--- src/rtl/adcsp_pkg.sv ---
// shared constants and types of the serial configuration port
package adcsp_pkg;
   localparam int ADDR_W = 5;
   localparam int DATA_W = 11;
   localparam int NUM_REGS = 8;
   localparam logic [3:0] BIT_COUNT_LAST = 4'hf;
   localparam logic [3:0] BIT_COUNT_ZERO = 4'h0;
   localparam logic [4:0] ADDR_RESET_CTRL = 5'h00;
   localparam logic [4:0] ADDR_CLK_GAIN = 5'h04;
   localparam logic [4:0] ADDR_FORMAT = 5'h0a;
   localparam logic [4:0] ADDR_PAT_LOW = 5'h0b;
   localparam logic [4:0] ADDR_GAIN_PAT_HIGH = 5'h0c;
   localparam logic [4:0] ADDR_OUT_OPTIONS = 5'h0d;
   localparam logic [4:0] ADDR_CLK_DRIVE = 5'h10;
   localparam logic [4:0] ADDR_DATA_DRIVE = 5'h11;
   localparam logic [2:0] SLOT_RESET_CTRL = 3'h0;
   localparam logic [2:0] SLOT_CLK_GAIN = 3'h1;
   localparam logic [2:0] SLOT_FORMAT = 3'h2;
   localparam logic [2:0] SLOT_PAT_LOW = 3'h3;
   localparam logic [2:0] SLOT_GAIN_PAT_HIGH = 3'h4;
   localparam logic [2:0] SLOT_OUT_OPTIONS = 3'h5;
   localparam logic [2:0] SLOT_CLK_DRIVE = 3'h6;
   localparam logic [2:0] SLOT_DATA_DRIVE = 3'h7;
   localparam logic [10:0] REG_RESET_VALUE = 11'h000;
   localparam int SOFT_RESET_BIT = 10;
   localparam int GLOBAL_PDN_BIT = 0;
   localparam int OVERRIDE_BIT = 10;
   localparam int MODE_LSB = 0;
   localparam int MODE_BYTE_WISE_BIT = 7;
   localparam int MODE_LSB_FIRST_BIT = 6;
   localparam int MODE_COARSE_GAIN_BIT = 5;
   localparam int MODE_RISE_CAPTURE_BIT = 4;
   localparam int MODE_SER16_BIT = 2;
   localparam int MODE_SDR_BIT = 1;
   localparam int MODE_TWO_WIRE_BIT = 0;
   localparam int CLK_PERIOD_NS = 10;
   localparam int WRITE_EFFECT_NS = 100;
   localparam int WRITE_EFFECT_CYCLES = WRITE_EFFECT_NS / CLK_PERIOD_NS;
   localparam int RESET_PULSE_NS = 10;
   localparam int RESET_PULSE_CYCLES = (RESET_PULSE_NS + CLK_PERIOD_NS - 1) / CLK_PERIOD_NS;

   typedef struct packed {
      logic enable_n;
      logic shift_clk;
      logic data;
   } adcsp_serial_pins_t;

   typedef struct packed {
      logic byte_wise;
      logic lsb_first;
      logic coarse_gain;
      logic rise_capture;
      logic ser16;
      logic sdr;
      logic two_wire;
   } adcsp_out_mode_t;

   typedef logic [DATA_W-1:0] adcsp_reg_word_t;

   // maps a serial address to a storage slot; valid is low for unmapped addresses
   function automatic logic [3:0] adcsp_addr_slot(input logic [4:0] addr);
      if (addr == ADDR_RESET_CTRL) begin
         return {1'b1, SLOT_RESET_CTRL};
      end else if (addr == ADDR_CLK_GAIN) begin
         return {1'b1, SLOT_CLK_GAIN};
      end else if (addr == ADDR_FORMAT) begin
         return {1'b1, SLOT_FORMAT};
      end else if (addr == ADDR_PAT_LOW) begin
         return {1'b1, SLOT_PAT_LOW};
      end else if (addr == ADDR_GAIN_PAT_HIGH) begin
         return {1'b1, SLOT_GAIN_PAT_HIGH};
      end else if (addr == ADDR_OUT_OPTIONS) begin
         return {1'b1, SLOT_OUT_OPTIONS};
      end else if (addr == ADDR_CLK_DRIVE) begin
         return {1'b1, SLOT_CLK_DRIVE};
      end else if (addr == ADDR_DATA_DRIVE) begin
         return {1'b1, SLOT_DATA_DRIVE};
      end else begin
         return 4'h0;
      end
   endfunction : adcsp_addr_slot

   // picks the output mode fields out of the output options word
   function automatic adcsp_out_mode_t adcsp_mode_fields(input adcsp_reg_word_t word);
      adcsp_out_mode_t m;
      m.byte_wise = word[MODE_BYTE_WISE_BIT];
      m.lsb_first = word[MODE_LSB_FIRST_BIT];
      m.coarse_gain = word[MODE_COARSE_GAIN_BIT];
      m.rise_capture = word[MODE_RISE_CAPTURE_BIT];
      m.ser16 = word[MODE_SER16_BIT];
      m.sdr = word[MODE_SDR_BIT];
      m.two_wire = word[MODE_TWO_WIRE_BIT];
      return m;
   endfunction : adcsp_mode_fields
endpackage : adcsp_pkg

--- src/rtl/adcsp_input_sync.sv ---
// three-stage synchroniser with agreement filter for pin inputs
`timescale 1ns/10ps
`default_nettype none
module adcsp_input_sync #(
   parameter int WIDTH = 1
) (
   input wire logic clk_in,
   input wire logic rst_n_in,
   input wire logic [WIDTH-1:0] async_in,
   output logic [WIDTH-1:0] level_out
);
   logic [WIDTH-1:0] stage1_reg;
   logic [WIDTH-1:0] stage2_reg;
   logic [WIDTH-1:0] stage3_reg;
   logic [WIDTH-1:0] level_reg;
   logic [WIDTH-1:0] level_next;

   // a change counts once the second and third stages agree
   always_comb begin
      level_next = (stage2_reg & stage3_reg) | (level_reg & (stage2_reg ^ stage3_reg));
   end

   always_ff @(posedge clk_in or negedge rst_n_in) begin
      if (!rst_n_in) begin
         stage1_reg <= '0;
         stage2_reg <= '0;
         stage3_reg <= '0;
         level_reg <= '0;
      end else begin
         stage1_reg <= async_in;
         stage2_reg <= stage1_reg;
         stage3_reg <= stage2_reg;
         level_reg <= level_next;
      end
   end

   assign level_out = level_reg;
endmodule : adcsp_input_sync
`default_nettype wire

--- src/rtl/adcsp_config_port.sv ---
// serial configuration port with register map and register reset logic
`timescale 1ns/10ps
`default_nettype none
module adcsp_config_port
   import adcsp_pkg::*;
(
   input wire logic clk_in,
   input wire logic reset_n_in,
   input wire adcsp_serial_pins_t serial_pins_in,
   input wire logic hw_reset_in,
   input wire logic power_down_pin_in,
   input wire adcsp_out_mode_t pin_mode_in,
   output logic [NUM_REGS-1:0][DATA_W-1:0] config_regs_out,
   output adcsp_out_mode_t active_mode_out,
   output logic global_power_down_out,
   output logic write_commit_out
);
   localparam int SYNC_W = 3 + 1 + 7;
   localparam int EFFECT_MAX = WRITE_EFFECT_CYCLES;

   logic [1:0] rst_sync_reg;
   logic rst_n;
   logic hw_catch_reg;
   logic hw_clear_reg;
   logic [SYNC_W-1:0] sync_level;
   adcsp_serial_pins_t pins_s;
   logic pdn_pin_s;
   adcsp_out_mode_t pin_mode_s;

   logic shift_clk_prev_reg;
   logic [15:0] shift_reg, shift_next;
   logic [3:0] bit_count_reg, bit_count_next;
   logic fall_edge;
   logic word_done;
   logic [15:0] word_now;
   logic [3:0] slot_hit;

   logic [NUM_REGS-1:0][DATA_W-1:0] regs_reg, regs_next;
   adcsp_out_mode_t mode_reg, mode_next;
   logic pdn_reg, pdn_next;
   logic commit_reg;
   logic [15:0] last_word_reg;

   // reset release through two flip-flops
   always_ff @(posedge clk_in or negedge reset_n_in) begin
      if (!reset_n_in) begin
         rst_sync_reg <= 2'h0;
      end else begin
         rst_sync_reg <= {rst_sync_reg[0], 1'b1};
      end
   end
   assign rst_n = rst_sync_reg[1];

   // short reset pin pulses are caught asynchronously, then retimed
   always_ff @(posedge clk_in or posedge hw_reset_in) begin
      if (hw_reset_in) begin
         hw_catch_reg <= 1'b1;
      end else begin
         hw_catch_reg <= 1'b0;
      end
   end
   always_ff @(posedge clk_in or negedge rst_n) begin
      if (!rst_n) begin
         hw_clear_reg <= 1'b0;
      end else begin
         hw_clear_reg <= hw_catch_reg;
      end
   end

   adcsp_input_sync #(
      .WIDTH(SYNC_W)
   ) u_sync (
      .clk_in(clk_in),
      .rst_n_in(rst_n),
      .async_in({serial_pins_in, power_down_pin_in, pin_mode_in}),
      .level_out(sync_level)
   );
   assign pins_s = sync_level[SYNC_W-1 -: 3];
   assign pdn_pin_s = sync_level[7];
   assign pin_mode_s = sync_level[6:0];

   // falling edge found on the filtered shift clock level
   assign fall_edge = shift_clk_prev_reg & ~pins_s.shift_clk & ~pins_s.enable_n;
   assign word_now = {shift_reg[14:0], pins_s.data};
   assign word_done = fall_edge && (bit_count_reg == BIT_COUNT_LAST);
   assign slot_hit = adcsp_addr_slot(word_now[15:11]);

   // shift path
   always_comb begin
      shift_next = shift_reg;
      bit_count_next = bit_count_reg;
      if (pins_s.enable_n) begin
         bit_count_next = BIT_COUNT_ZERO;
      end else if (fall_edge) begin
         shift_next = word_now;
         bit_count_next = bit_count_reg + 4'h1;
      end
   end

   always_ff @(posedge clk_in or negedge rst_n) begin
      if (!rst_n) begin
         shift_clk_prev_reg <= 1'b0;
         shift_reg <= 16'h0000;
         bit_count_reg <= 4'h0;
      end else begin
         shift_clk_prev_reg <= pins_s.shift_clk;
         shift_reg <= shift_next;
         bit_count_reg <= bit_count_next;
      end
   end

   // register file and mode outputs
   always_comb begin
      regs_next = regs_reg;
      if (hw_clear_reg) begin
         regs_next = {NUM_REGS{REG_RESET_VALUE}};
      end else if (word_done && slot_hit[3]) begin
         if ((slot_hit[2:0] == SLOT_RESET_CTRL) && word_now[SOFT_RESET_BIT]) begin
            regs_next = {NUM_REGS{REG_RESET_VALUE}};
         end else begin
            regs_next[slot_hit[2:0]] = word_now[DATA_W-1:0];
         end
      end
      if (regs_next[SLOT_OUT_OPTIONS][OVERRIDE_BIT]) begin
         mode_next = adcsp_mode_fields(regs_next[SLOT_OUT_OPTIONS]);
      end else begin
         mode_next = pin_mode_s;
      end
      pdn_next = pdn_pin_s | regs_next[SLOT_RESET_CTRL][GLOBAL_PDN_BIT];
   end

   always_ff @(posedge clk_in or negedge rst_n) begin
      if (!rst_n) begin
         regs_reg <= {NUM_REGS{REG_RESET_VALUE}};
         mode_reg <= '0;
         pdn_reg <= 1'b0;
         commit_reg <= 1'b0;
         last_word_reg <= 16'h0000;
      end else begin
         regs_reg <= regs_next;
         mode_reg <= mode_next;
         pdn_reg <= pdn_next;
         commit_reg <= word_done;
         last_word_reg <= word_done ? word_now : last_word_reg;
      end
   end

   assign config_regs_out = regs_reg;
   assign active_mode_out = mode_reg;
   assign global_power_down_out = pdn_reg;
   assign write_commit_out = commit_reg;
endmodule : adcsp_config_port
`default_nettype wire

--- config.mk ---
export PLATFORM = sky130hd
export DESIGN_NAME = adcsp_config_port
export DESIGN_NICKNAME = d
export VERILOG_FILES = /design/src/rtl/adcsp_pkg.sv /design/src/rtl/adcsp_input_sync.sv /design/src/rtl/adcsp_config_port.sv
export SDC_FILE = /design/constraint.sdc
export NUM_CORES = 1
export LEC_CHECK = 0
export BUFFER_PORTS_ARGS = -buffer_cell sky130_fd_sc_hd__buf_2
export CAP_MARGIN = 20
export CORE_UTILIZATION = 60
export DETAILED_ROUTE_END_ITERATION = 7
export PLACE_DENSITY = 0.88
export SETUP_SLACK_MARGIN = 0.05
export SLEW_MARGIN = 20
export SYNTH_ARGS = -nofsm -noshare
export SYNTH_HDL_FRONTEND = slang
export SYNTH_SLANG_ARGS = --single-unit
--- constraint.sdc ---
create_clock -name clk_in -period 10 [get_ports clk_in]
set_input_delay 0 -clock clk_in [delete_from_list [all_inputs] [get_ports clk_in]]
set_output_delay 0 -clock clk_in [all_outputs]
set_load 0.05 [all_outputs]
After elaboration in Yosys (flattened, before gate mapping). Cells that the tools add are included.

Bits of input ports: 14. Latch bits: 0. Memory bits (writable): 0. Register bits: 165. Bits in read-only memories: 0. Logic and storage cells: 75. Memories: 0.

Eq/ne operators: 8. Mux-type cells: 17. Multipliers: 0. Add/sub/neg operators: 1. Reductions and logical operators: 9. Bitwise gates (word level): 9. Magnitude comparators: 2. Div/mod/pow operators: 0. Shift-type cells: 0.

Operator list (number): two-way mux 88 bit (3); bitwise mux 88 bit (1); two-way mux 4 bit (10); demux 11 bit (select 3 bit) (1); bitwise AND 11 bit (2); == test 5 x 4 -> 1 bit (second input constant) (4); two-way mux 11 bit (1); OR 11 bit (1); XOR 11 bit (1); == test 5 bit (second input constant) (2); two-way mux 7 bit (1); == test 5 x 3 -> 1 bit (second input constant) (1); zero test 5 bit (1); adder 4 x 1 -> 4 bit (second input constant) (1); == test 4 bit (second input constant) (1); logical AND 1 bit (4); less-than comparator 3 x 4 -> 1 bit (second input constant) (1); nonzero test 2 bit (2); >= comparator 3 x 1 -> 1 bit (second input constant) (1); zero test 3 bit (1); bitwise AND 1 bit (2); NOT 1 bit (2); AND reduction 2 bit (1); OR 1 bit (1).

Longest topological paths before layout. Gate-level depths: netlist of run 1.

Word-level depth: 18. Depth in mapped cells: 9.

Modules after synthesis. From an unflattened synthesis of run 1, not the netlist that was laid out.

Cells, all modules: 512. Area, all modules: 6438.7 um^2.

Modules (own cells, without submodules): adcsp_config_port (instances 1, cells each 446, sequential area each 3029.2 um^2, area an instance 5117.4 um^2); adcsp_input_sync (instances 1, cells each 66, sequential area each 1101.1 um^2, area an instance 1321.3 um^2).

Least setup slack after synthesis of run 1. Ideal clock, no wire load.

Kind: reg2reg. Start: register shift_reg[10]. End: register regs_reg (netlist bit config_regs_out[31]). Clock period less this slack: 2018 ps. Stages on the path, launching flop included: 7. Setup time: 80 ps. Data arrival time: 1938 ps. Required time: 9920 ps. Path slack: 7982 ps. Path through: dfrtp_1 > buf_2 > or4b_1 > o2111ai_2 > nand2b_1 > a21oi_1 > o2bb2ai_1.

Cells in the longest elaborated chain, start to end: 17.

Ends and longest elaborated chain: start: declaration (RTL line adcsp_config_port.sv:31) `logic [15:0] shift_reg, shift_next;`; start signal: assignment (RTL line adcsp_config_port.sv:107) `shift_reg <= shift_next;`; == test 5 bit (RTL line adcsp_pkg.sv:76) `end else if (addr == ADDR_DATA_DRIVE) begin`; two-way mux 4 bit (RTL line adcsp_pkg.sv:76); two-way mux 4 bit (RTL line adcsp_pkg.sv:74) `end else if (addr == ADDR_CLK_DRIVE) begin`; two-way mux 4 bit (RTL line adcsp_pkg.sv:72) `end else if (addr == ADDR_OUT_OPTIONS) begin`; two-way mux 4 bit (RTL line adcsp_pkg.sv:70) `end else if (addr == ADDR_GAIN_PAT_HIGH) begin`; two-way mux 4 bit (RTL line adcsp_pkg.sv:68) `end else if (addr == ADDR_PAT_LOW) begin`; two-way mux 4 bit (RTL line adcsp_pkg.sv:66) `end else if (addr == ADDR_FORMAT) begin`; two-way mux 4 bit (RTL line adcsp_pkg.sv:64) `end else if (addr == ADDR_CLK_GAIN) begin`; two-way mux 4 bit (*) (RTL line adcsp_pkg.sv:62) `if (addr == ADDR_RESET_CTRL) begin`; less-than comparator 3 x 4 -> 1 bit (implied by the code) / >= comparator 3 x 1 -> 1 bit (equally long branches) (RTL line adcsp_config_port.sv:121) `regs_next[slot_hit[2:0]] = word_now[DATA_W-1:0];`; logical AND 1 bit (implied by the code) (RTL line adcsp_config_port.sv:121); two-way mux 11 bit (implied by the code) (RTL line adcsp_config_port.sv:121); demux 11 bit (select 3 bit) (RTL line adcsp_config_port.sv:121); bitwise mux 88 bit (RTL line adcsp_config_port.sv:121); two-way mux 88 bit (RTL line adcsp_config_port.sv:118) `if ((slot_hit[2:0] == SLOT_RESET_CTRL) && word_now[SOFT_RESET_BIT]) begin`; two-way mux 88 bit (RTL line adcsp_config_port.sv:117) `end else if (word_done && slot_hit[3]) begin`; two-way mux 88 bit (RTL line adcsp_config_port.sv:115) `if (hw_clear_reg) begin`; end signal: assignment (RTL line adcsp_config_port.sv:134) `regs_reg <= {NUM_REGS{REG_RESET_VALUE}};`; end signal: assignment (RTL line adcsp_config_port.sv:140) `regs_reg <= regs_next;`; end: declaration (RTL line adcsp_config_port.sv:38) `logic [NUM_REGS-1:0][DATA_W-1:0] regs_reg, regs_next;`.

Every way passes the cells marked *; elsewhere a longest branch is shown, timed or not. The select of a mux whose other input is x is not followed. A chain may end at the register's enable or synchronous reset.

Worst setup path after layout of run 1.
Start: register shift_reg[13]. End: register regs_reg (netlist bit config_regs_out[14]).

Same word-level chain as after synthesis.

==> results of run 1 <==
==> critical path, cell delays in order, from the launching register on <==
cell and delay, ns:
dfrtp_1 0.51, or4b_4 0.61, o211a_1 0.29, nor2_4 0.52
a21oi_1 0.41, a22o_1 0.34
==> metrics by stage <==
| step | std cells | util (%) | total power, mW | area [um2] | hold WS (ns) |
|---|---|---|---|---|---|
| after floorplan | 479 | - | 0.864 | 6440 | -0.296 |
| after global placement | 707 | 68.5 | 0.918 | 7100 | -0.215 |
| after detailed placement | 707 | 68.5 | 0.927 | 7100 | -0.212 |
| after CTS | 754 | 75.2 | 1.52 | 7790 | 0.0809 |
| after global routing | 754 | 75.2 | 1.57 | 7800 | 0.0843 |
| final | 754 | 75.2 | 1.52 | 7800 | 0.0969 |
==> layout make-up <==
| type | count | area [um2] | area share, % |
|---|---|---|---|
| repair buffers | 132 | 753 | 9.66 |
| clock buffers | 19 | 442 | 5.66 |
| well taps | 136 | 170 | 2.18 |
| flip-flops and latches | 165 | 4130 | 53.0 |
| multi-input cells | 283 | 2180 | 27.9 |
| inverters | 6 | 22.5 | 0.289 |
| clock inverters | 13 | 98.8 | 1.27 |
==> report_power, final <==
group          internal (mW)  switching, mW
logic                 0.0557         0.0837
clock network          0.321          0.272
registers              0.704         0.0823
==> synth_stat cells (all sizes together), types with 2 or more instances <==
cell type	instances
nand3	4
clkbuf	12
mux2	14
nand2b	15
nor4	2
a211oi	16
a31oi	2
nand2	14
a22oi	2
dfrtp	164
o32ai	2
o21ai	6
a22o	60
o21bai	2
ha	12
or4b	2
a21o	18
nor3	14
and2	3
conb	2
xor2	2
o2bb2ai	22
nor2b	14
a21oi	14
xnor2	2
inv	6
buf	13
or3b	3
nor3b	2
nor2	19
nand3b	4
==> cells by family (layout without fill, tap and decap cells) <==
group	count (synthesis)	count (layout)	share of synthesized area, %
flip-flops	165	165	64.1
AO/OA/AOI/OAI	150	150	18.7
AND/OR/NAND/NOR	101	101	9.44
buffers and inverters	31	170	2.27
multiplexers	14	14	2.45
adder cells (fa/ha/maj)	12	12	2.33
XOR/XNOR	4	4	0.544
other	2	2	0.117
==> how the worst min path moves through the flow <==
stage	start	endpoint	slack, ns	cells after the start
2_1_floorplan	reset_n_in	rst_sync_reg[0]	-0.30	0
3_3_place_gp	reset_n_in	rst_sync_reg[0]	-0.22	1
3_5_place_dp	reset_n_in	rst_sync_reg[0]	-0.21	1
4_1_cts	serial_pins_in[2]	u_sync.stage1_reg[10]	0.08	2
5_1_grt	pin_mode_in[0]	u_sync.stage1_reg[0]	0.08	2
6_report	pin_mode_in[5]	u_sync.stage1_reg[5]	0.1	2
==> cells in the final DEF, fill, tap and decap left out, types with 5 or more instances in the layout <==
master and count:
a21o_1 18, nor2b_1 14, a21oi_1 9, buf_4 7, buf_2 110, dlygate4sd3_1 15, a211oi_1 16, ha_1 12
nor3_1 12, a22o_1 60, a21oi_2 5, clkbuf_16 16, nand2_1 14, o2bb2ai_1 22, nor2_1 16, mux2_2 14
nand2b_1 15, inv_1 6, o21ai_0 5, dfrtp_1 163
==> per-layer routing <==
layer	vias to the layer above	wire length, um
met1	2305	6210
met5	-	0
met2	192	7300
met4	0	459
li1	2035	-
met3	42	966
==> impl_results.md, run 1 <==
* Post-Syn Instances at 479
* Vias at 4574
* Worst Path Arrival at 3.23 ns
* Tcrit/Tclk final at 28.1%
* Resized cells post-CTS at 0
* Die H at 106 um
* Sequential share of the synthesized area at ~64%
* Ys flop type: dfrtp_1
* # diodes at 0
* RSZ-0062 raised after global routing: no
* Clock Latency Late Sink at 0.54 ns
* Synth area leader: dfrtp_1
* Min cycle time layout at about 2.8 ns
* Rows at 37
* Largest net degree at the start of global routing at between 60 and 70
* Fillers at 647
* Total negative slack at 0 ns
* Peak Freq at 356 MHz
* Final setup violation count at 0
* Syn Area/Cell at around 13 um2
* Hold Path Class: input port to flop
* FFs w/ async S/R, synth at 100%
* Die ar. at 0.0112 mm2
* Initial antenna violation count at 0
* H-tree levels at 4
* Post-synth EDFFs at 0
* M2 GR Usage at 44.3%
* Synth top area share at a little under two thirds
* Critical path destination: config_regs_out[14]
* Clock Skews at 0.00680 ns
* CTS tree: yes
* # hold bufs at CTS at 15
* Vias per inst at approximately 6.1
* Worst Reg-to-Reg Cells at 5
* Crit. Startpoint: shift_reg[13]
* Clock tree buffer depth at 2
* Core box area at 0.0104 mm2
* Post-CTS Setup Bufs at 0
* Req. time, crit path at 10.43 ns
* Fin. max-slew vios at 0
* Post-Syn Nets at between 500 and 600
* Largest register FFs at 88
* Clk root buf: clkbuf_8
* Number of port buffers at 110
* R2r endpoint: config_regs_out[14]
* Status: completed
* Setup WS pre-CTS at 7.23 ns
* Clock sink count at 165
* Peak VDD IR at 0.000128 V
* Unique masters post-synth at 55
* GRT busiest layer: met2
* Setup crit start kind: flop
* FF-to-FF Start: shift_reg[13]
* Leak at 3.89 nW
* Remaining DRCs at 0
* Number of clock buffers inserted by TritonCTS at 17
* GRT Total Usage at 28.9%
* Power Dens Cells at 195 mW/mm2
* Final WS setup at 7.19 ns
* Number of global-route vias before repair at between 4000 and 5000
* Met3 global-route usage at 7.48%
* Detail Placement HPWL at 9350 um
* CTS clock-pin slew for the worst setup and hold paths at 0.07 ns
* Slew @ Worst Pin at ~1.1 ns
* Critical path class: flop to flop
* Reg2Reg Setup Slack at 7.19 ns
* Global route overflow at 0
* Post-layout net count at 631
* Synth area leaders: dfrtp_1 64%, a22o_1 8.2%, o2bb2ai_1 3.0%
* Initial drt markers at roughly 420
* RePlAce Congestion at 0.877
* Max-Cap Viols at 0
* Top Ports at roughly 110
* Synth Warn # at 0
* Global-route wire length before repair at between 20000 and 25000 um
* DR pass1 iterations at 5
* Drt total wl at 14900 um
* Met1 Usage GRT at between 30% and 40%
* Initial Utilization at 62.1%
* Layout cells sized above 1 at a little under a third
* Die Width at between 100 and 150 um
* Slew HR at 29.2%
* Area delta synth->final at 21.1%
* #FFs+latches synth at approximately 170
* Antenna Violating Nets Remaining at 0
* Count of final hold-check violations at 0
* Critical Path End Type: flop
* Max FO, Critical Path at 21
* Mapped cell area at between 0.006 and 0.007 mm2
* Routed WL per cell at 19.8 um
No activity file was read; power rests on OpenSTA's default activity.
==> run 2: changes to the inputs <==
--- a/config.mk
+++ b/config.mk
@@ -7,9 +7,9 @@
 export LEC_CHECK = 0
 export BUFFER_PORTS_ARGS = -buffer_cell sky130_fd_sc_hd__buf_2
 export CAP_MARGIN = 20
-export CORE_UTILIZATION = 60
+export CORE_UTILIZATION = 50
 export DETAILED_ROUTE_END_ITERATION = 7
-export PLACE_DENSITY = 0.88
+export PLACE_DENSITY = 0.78
 export SETUP_SLACK_MARGIN = 0.05
 export SLEW_MARGIN = 20
 export SYNTH_ARGS = -nofsm -noshare
==> constraint.sdc (replaced) <==
create_clock -name clk_in -period 2.55 [get_ports clk_in]
set_input_delay 0 -clock clk_in [delete_from_list [all_inputs] [get_ports clk_in]]
set_output_delay 0 -clock clk_in [all_outputs]
set_load 0.05 [all_outputs]
==> run 2 against run 1 <==
Via count fell by 2.2%. Clock power rose to 4.4 times the previous value. Maximum frequency grew 17%. Sequential share of layout area down 1.3 points. Critical path depth up 1. Cell area grew 2.5%. Combinational power rose to 4.1 times the previous value. Routed wire length is 2.6% lower. Global-route usage fell by 5.3 points. Cell count is 5.8% higher. Sequential cell count unchanged. Critical path type unchanged. Highest routed layer unchanged.
==> impl_results.md, run 2 (synthesized netlist as in run 1, its figures left out) <==
* Initial Utilization at 51.3%
* Initial drt markers at 343
* FF-to-FF Start: shift_reg[11]
* Number of global-route vias before repair at 4484
* CTS clock-pin slew for the worst setup and hold paths at around 0.060 ns
* Clock Skews at 0.00655 ns
* Sw Share at a little over a quarter
* Worst Path Arrival at between 2 and 3 ns
* Top Ports at about 110
* Core box area at around 0.013 mm2
* Reg2Reg Setup Slack at 0.16 ns
* Die H at 116 um
* Peak VDD IR at 0.000497 V
* Number of port buffers at 110
* Slew HR at 54.6%
* Top delay family on crit path: compound AO/OA/AOI/OAI gates
* Total negative slack at 0 ns
* Slew @ Worst Pin at roughly 0.68 ns
* Worst Reg-to-Reg Cells at 6
* Tcrit/Tclk final at 93.9%
* WP buf/inv at 1
* GRT Total Usage at between 20% and 30%
* Global route overflow at 0
* Largest register FFs at 88
* Leak at 3.98 nW
* Vias at 4475
* Largest net degree at the start of global routing at 50
* Max-Cap Viols at 0
* Crit. Startpoint: shift_reg[11]
* Die Width at 116 um
* Hold Path Class: input port to async pin
* Die ar. at 0.0133 mm2
* Routed WL per cell at 18.2 um
* Rows at 41
* Min cycle time layout at 2.39 ns
* Antenna Violating Nets Remaining at 0
* Status: completed
* Most frequent cells in the layout: 163 x dfrtp_1, 110 x buf_2, 60 x a22o_1
* Setup crit start kind: flop
* Flop pwr share at 49.1%
* Peak Freq at 418 MHz
* CTS tree: yes
* Internal power at 4.59 mW
* Global-route wire length before repair at 23500 um
* Fillers at ~960
* Number of clock buffers inserted by TritonCTS at 17
* Critical Path End Type: flop
* Layout cells sized above 1 at between 30% and 40%
* Power Dens Cells at 782 mW/mm2
* Post-CTS Setup Bufs at 0
* # diodes at 0
* Crit-path cells: xnor2_1 -> o211a_1 -> nor2_4 -> buf_4 -> a21oi_2 -> a22o_1
* Comb power frac at 9.1%
* DR pass1 iterations at 5
* Clock power share at between 40% and 50%
* Count of final hold-check violations at 0
* Clock tree buffer depth at 2
* Stages on the worst setup path at 6
* Detail Placement HPWL at 9900 um
* Initial antenna violation count at 0
* Drt total wl at ~15000 um
* Area delta synth->final at 24.1%
* Switching Power at 1.67 mW
* H-tree levels at 4
* Crit-path max cell delay at 0.50 ns
* Final setup violation count at 0
* Critical path destination: config_regs_out[44]
* Area of the multi-input gates at 0.00218 mm2
* Post-layout net count at 639
* Clock sink count at approximately 170
* Final core utilization at between 60% and 70%
* Vias per inst at between 5 and 6
* Slowest CP cell: dfrtp_1
* Clock Latency Late Sink at 0.42 ns
* Fin. max-slew vios at 0
* Commonest non-fill, non-tap cell in the layout: dfrtp_1
* Critical path class: flop to flop
* Remaining DRCs at 0
* Register area at 0.00413 mm2
* R2r endpoint: config_regs_out[44]
* RSZ-0062 raised after global routing: yes
* Clk root buf: clkbuf_16
* RePlAce Congestion at 0.874
* Req. time, crit path at slightly below 3 ns
* Max FO, Critical Path at 14
[run 2: changes by cell type in the layout (fill, tap and decap cells not counted), moves of 2 or more]
cell        change
clkinvlp_4      -2
buf_4           +7
bufinv_16       +3
buf_12          +2
inv_6           -3
[run 2: how the worst min path moves through the flow]
stage / to / slack [ns] / depth (start not counted)
after floorplan: rst_sync_reg[0] / -0.30 / 0
after global placement: rst_sync_reg[0] / -0.22 / 1
after detailed placement: rst_sync_reg[0] / -0.21 / 1
after CTS: hw_catch_reg / 0.09 / 3
after global routing: hw_catch_reg / 0.11 / 3
final: hw_catch_reg / 0.10 / 3
[run 2: metal layers]
metal	vias up	part of all wire (%)	global-route usage (%)
met3	25	5.2	6.12
li1	2058	-	-
met1	2258	43	30.7
met2	134	50	38.0
met4	0	1.9	9.26
met5	-	0	0
[run 2: cell type report]
| class | count | area share (%) |
|---|---|---|
| clock buffers | 20 | 5.71 |
| clock inverters | 12 | 1.91 |
| inverters | 6 | 0.282 |
| multi-input cells | 283 | 27.3 |
| flip-flops and latches | 165 | 51.7 |
| well taps | 172 | 2.69 |
| repair buffers | 140 | 10.5 |
[run 2: repair_timing]
item | CTS | global route
hold endpoints to repair | 14 | 0
setup endpoints to repair | 0 | 49
hold buffers | 14 | 0
gates resized for setup | 0 | 2
[run 2: stage by stage]
step	setup WS, ns	instances	power [mW]	area (um2)	hold WS, ns
4_1_cts	0.0999	798	6.29	7990	0.0885
6_report	0.156	798	6.25	8000	0.104
5_1_grt	0.00740	798	6.48	8000	0.114
3_5_place_dp	0.179	752	3.66	7240	-0.214
2_1_floorplan	0.532	479	3.39	6450	-0.296
3_3_place_gp	0.261	752	3.63	7240	-0.215
[run 2: tightest hold or removal path: stages]
cell           delay [ns]
dlygate4sd3_1        0.53
buf_2                0.11
inv_1                0.05
[run 2: power groups by stage]
stage / combinational (mW) / clock, mW / sequential (mW)
global route: 0.629 / 2.76 / 3.09
floorplan: 0.359 / 0 / 3.03
CTS: 0.569 / 2.65 / 3.07
finish: 0.568 / 2.62 / 3.07
detailed placement: 0.547 / 0 / 3.11
global placement: 0.526 / 0 / 3.10
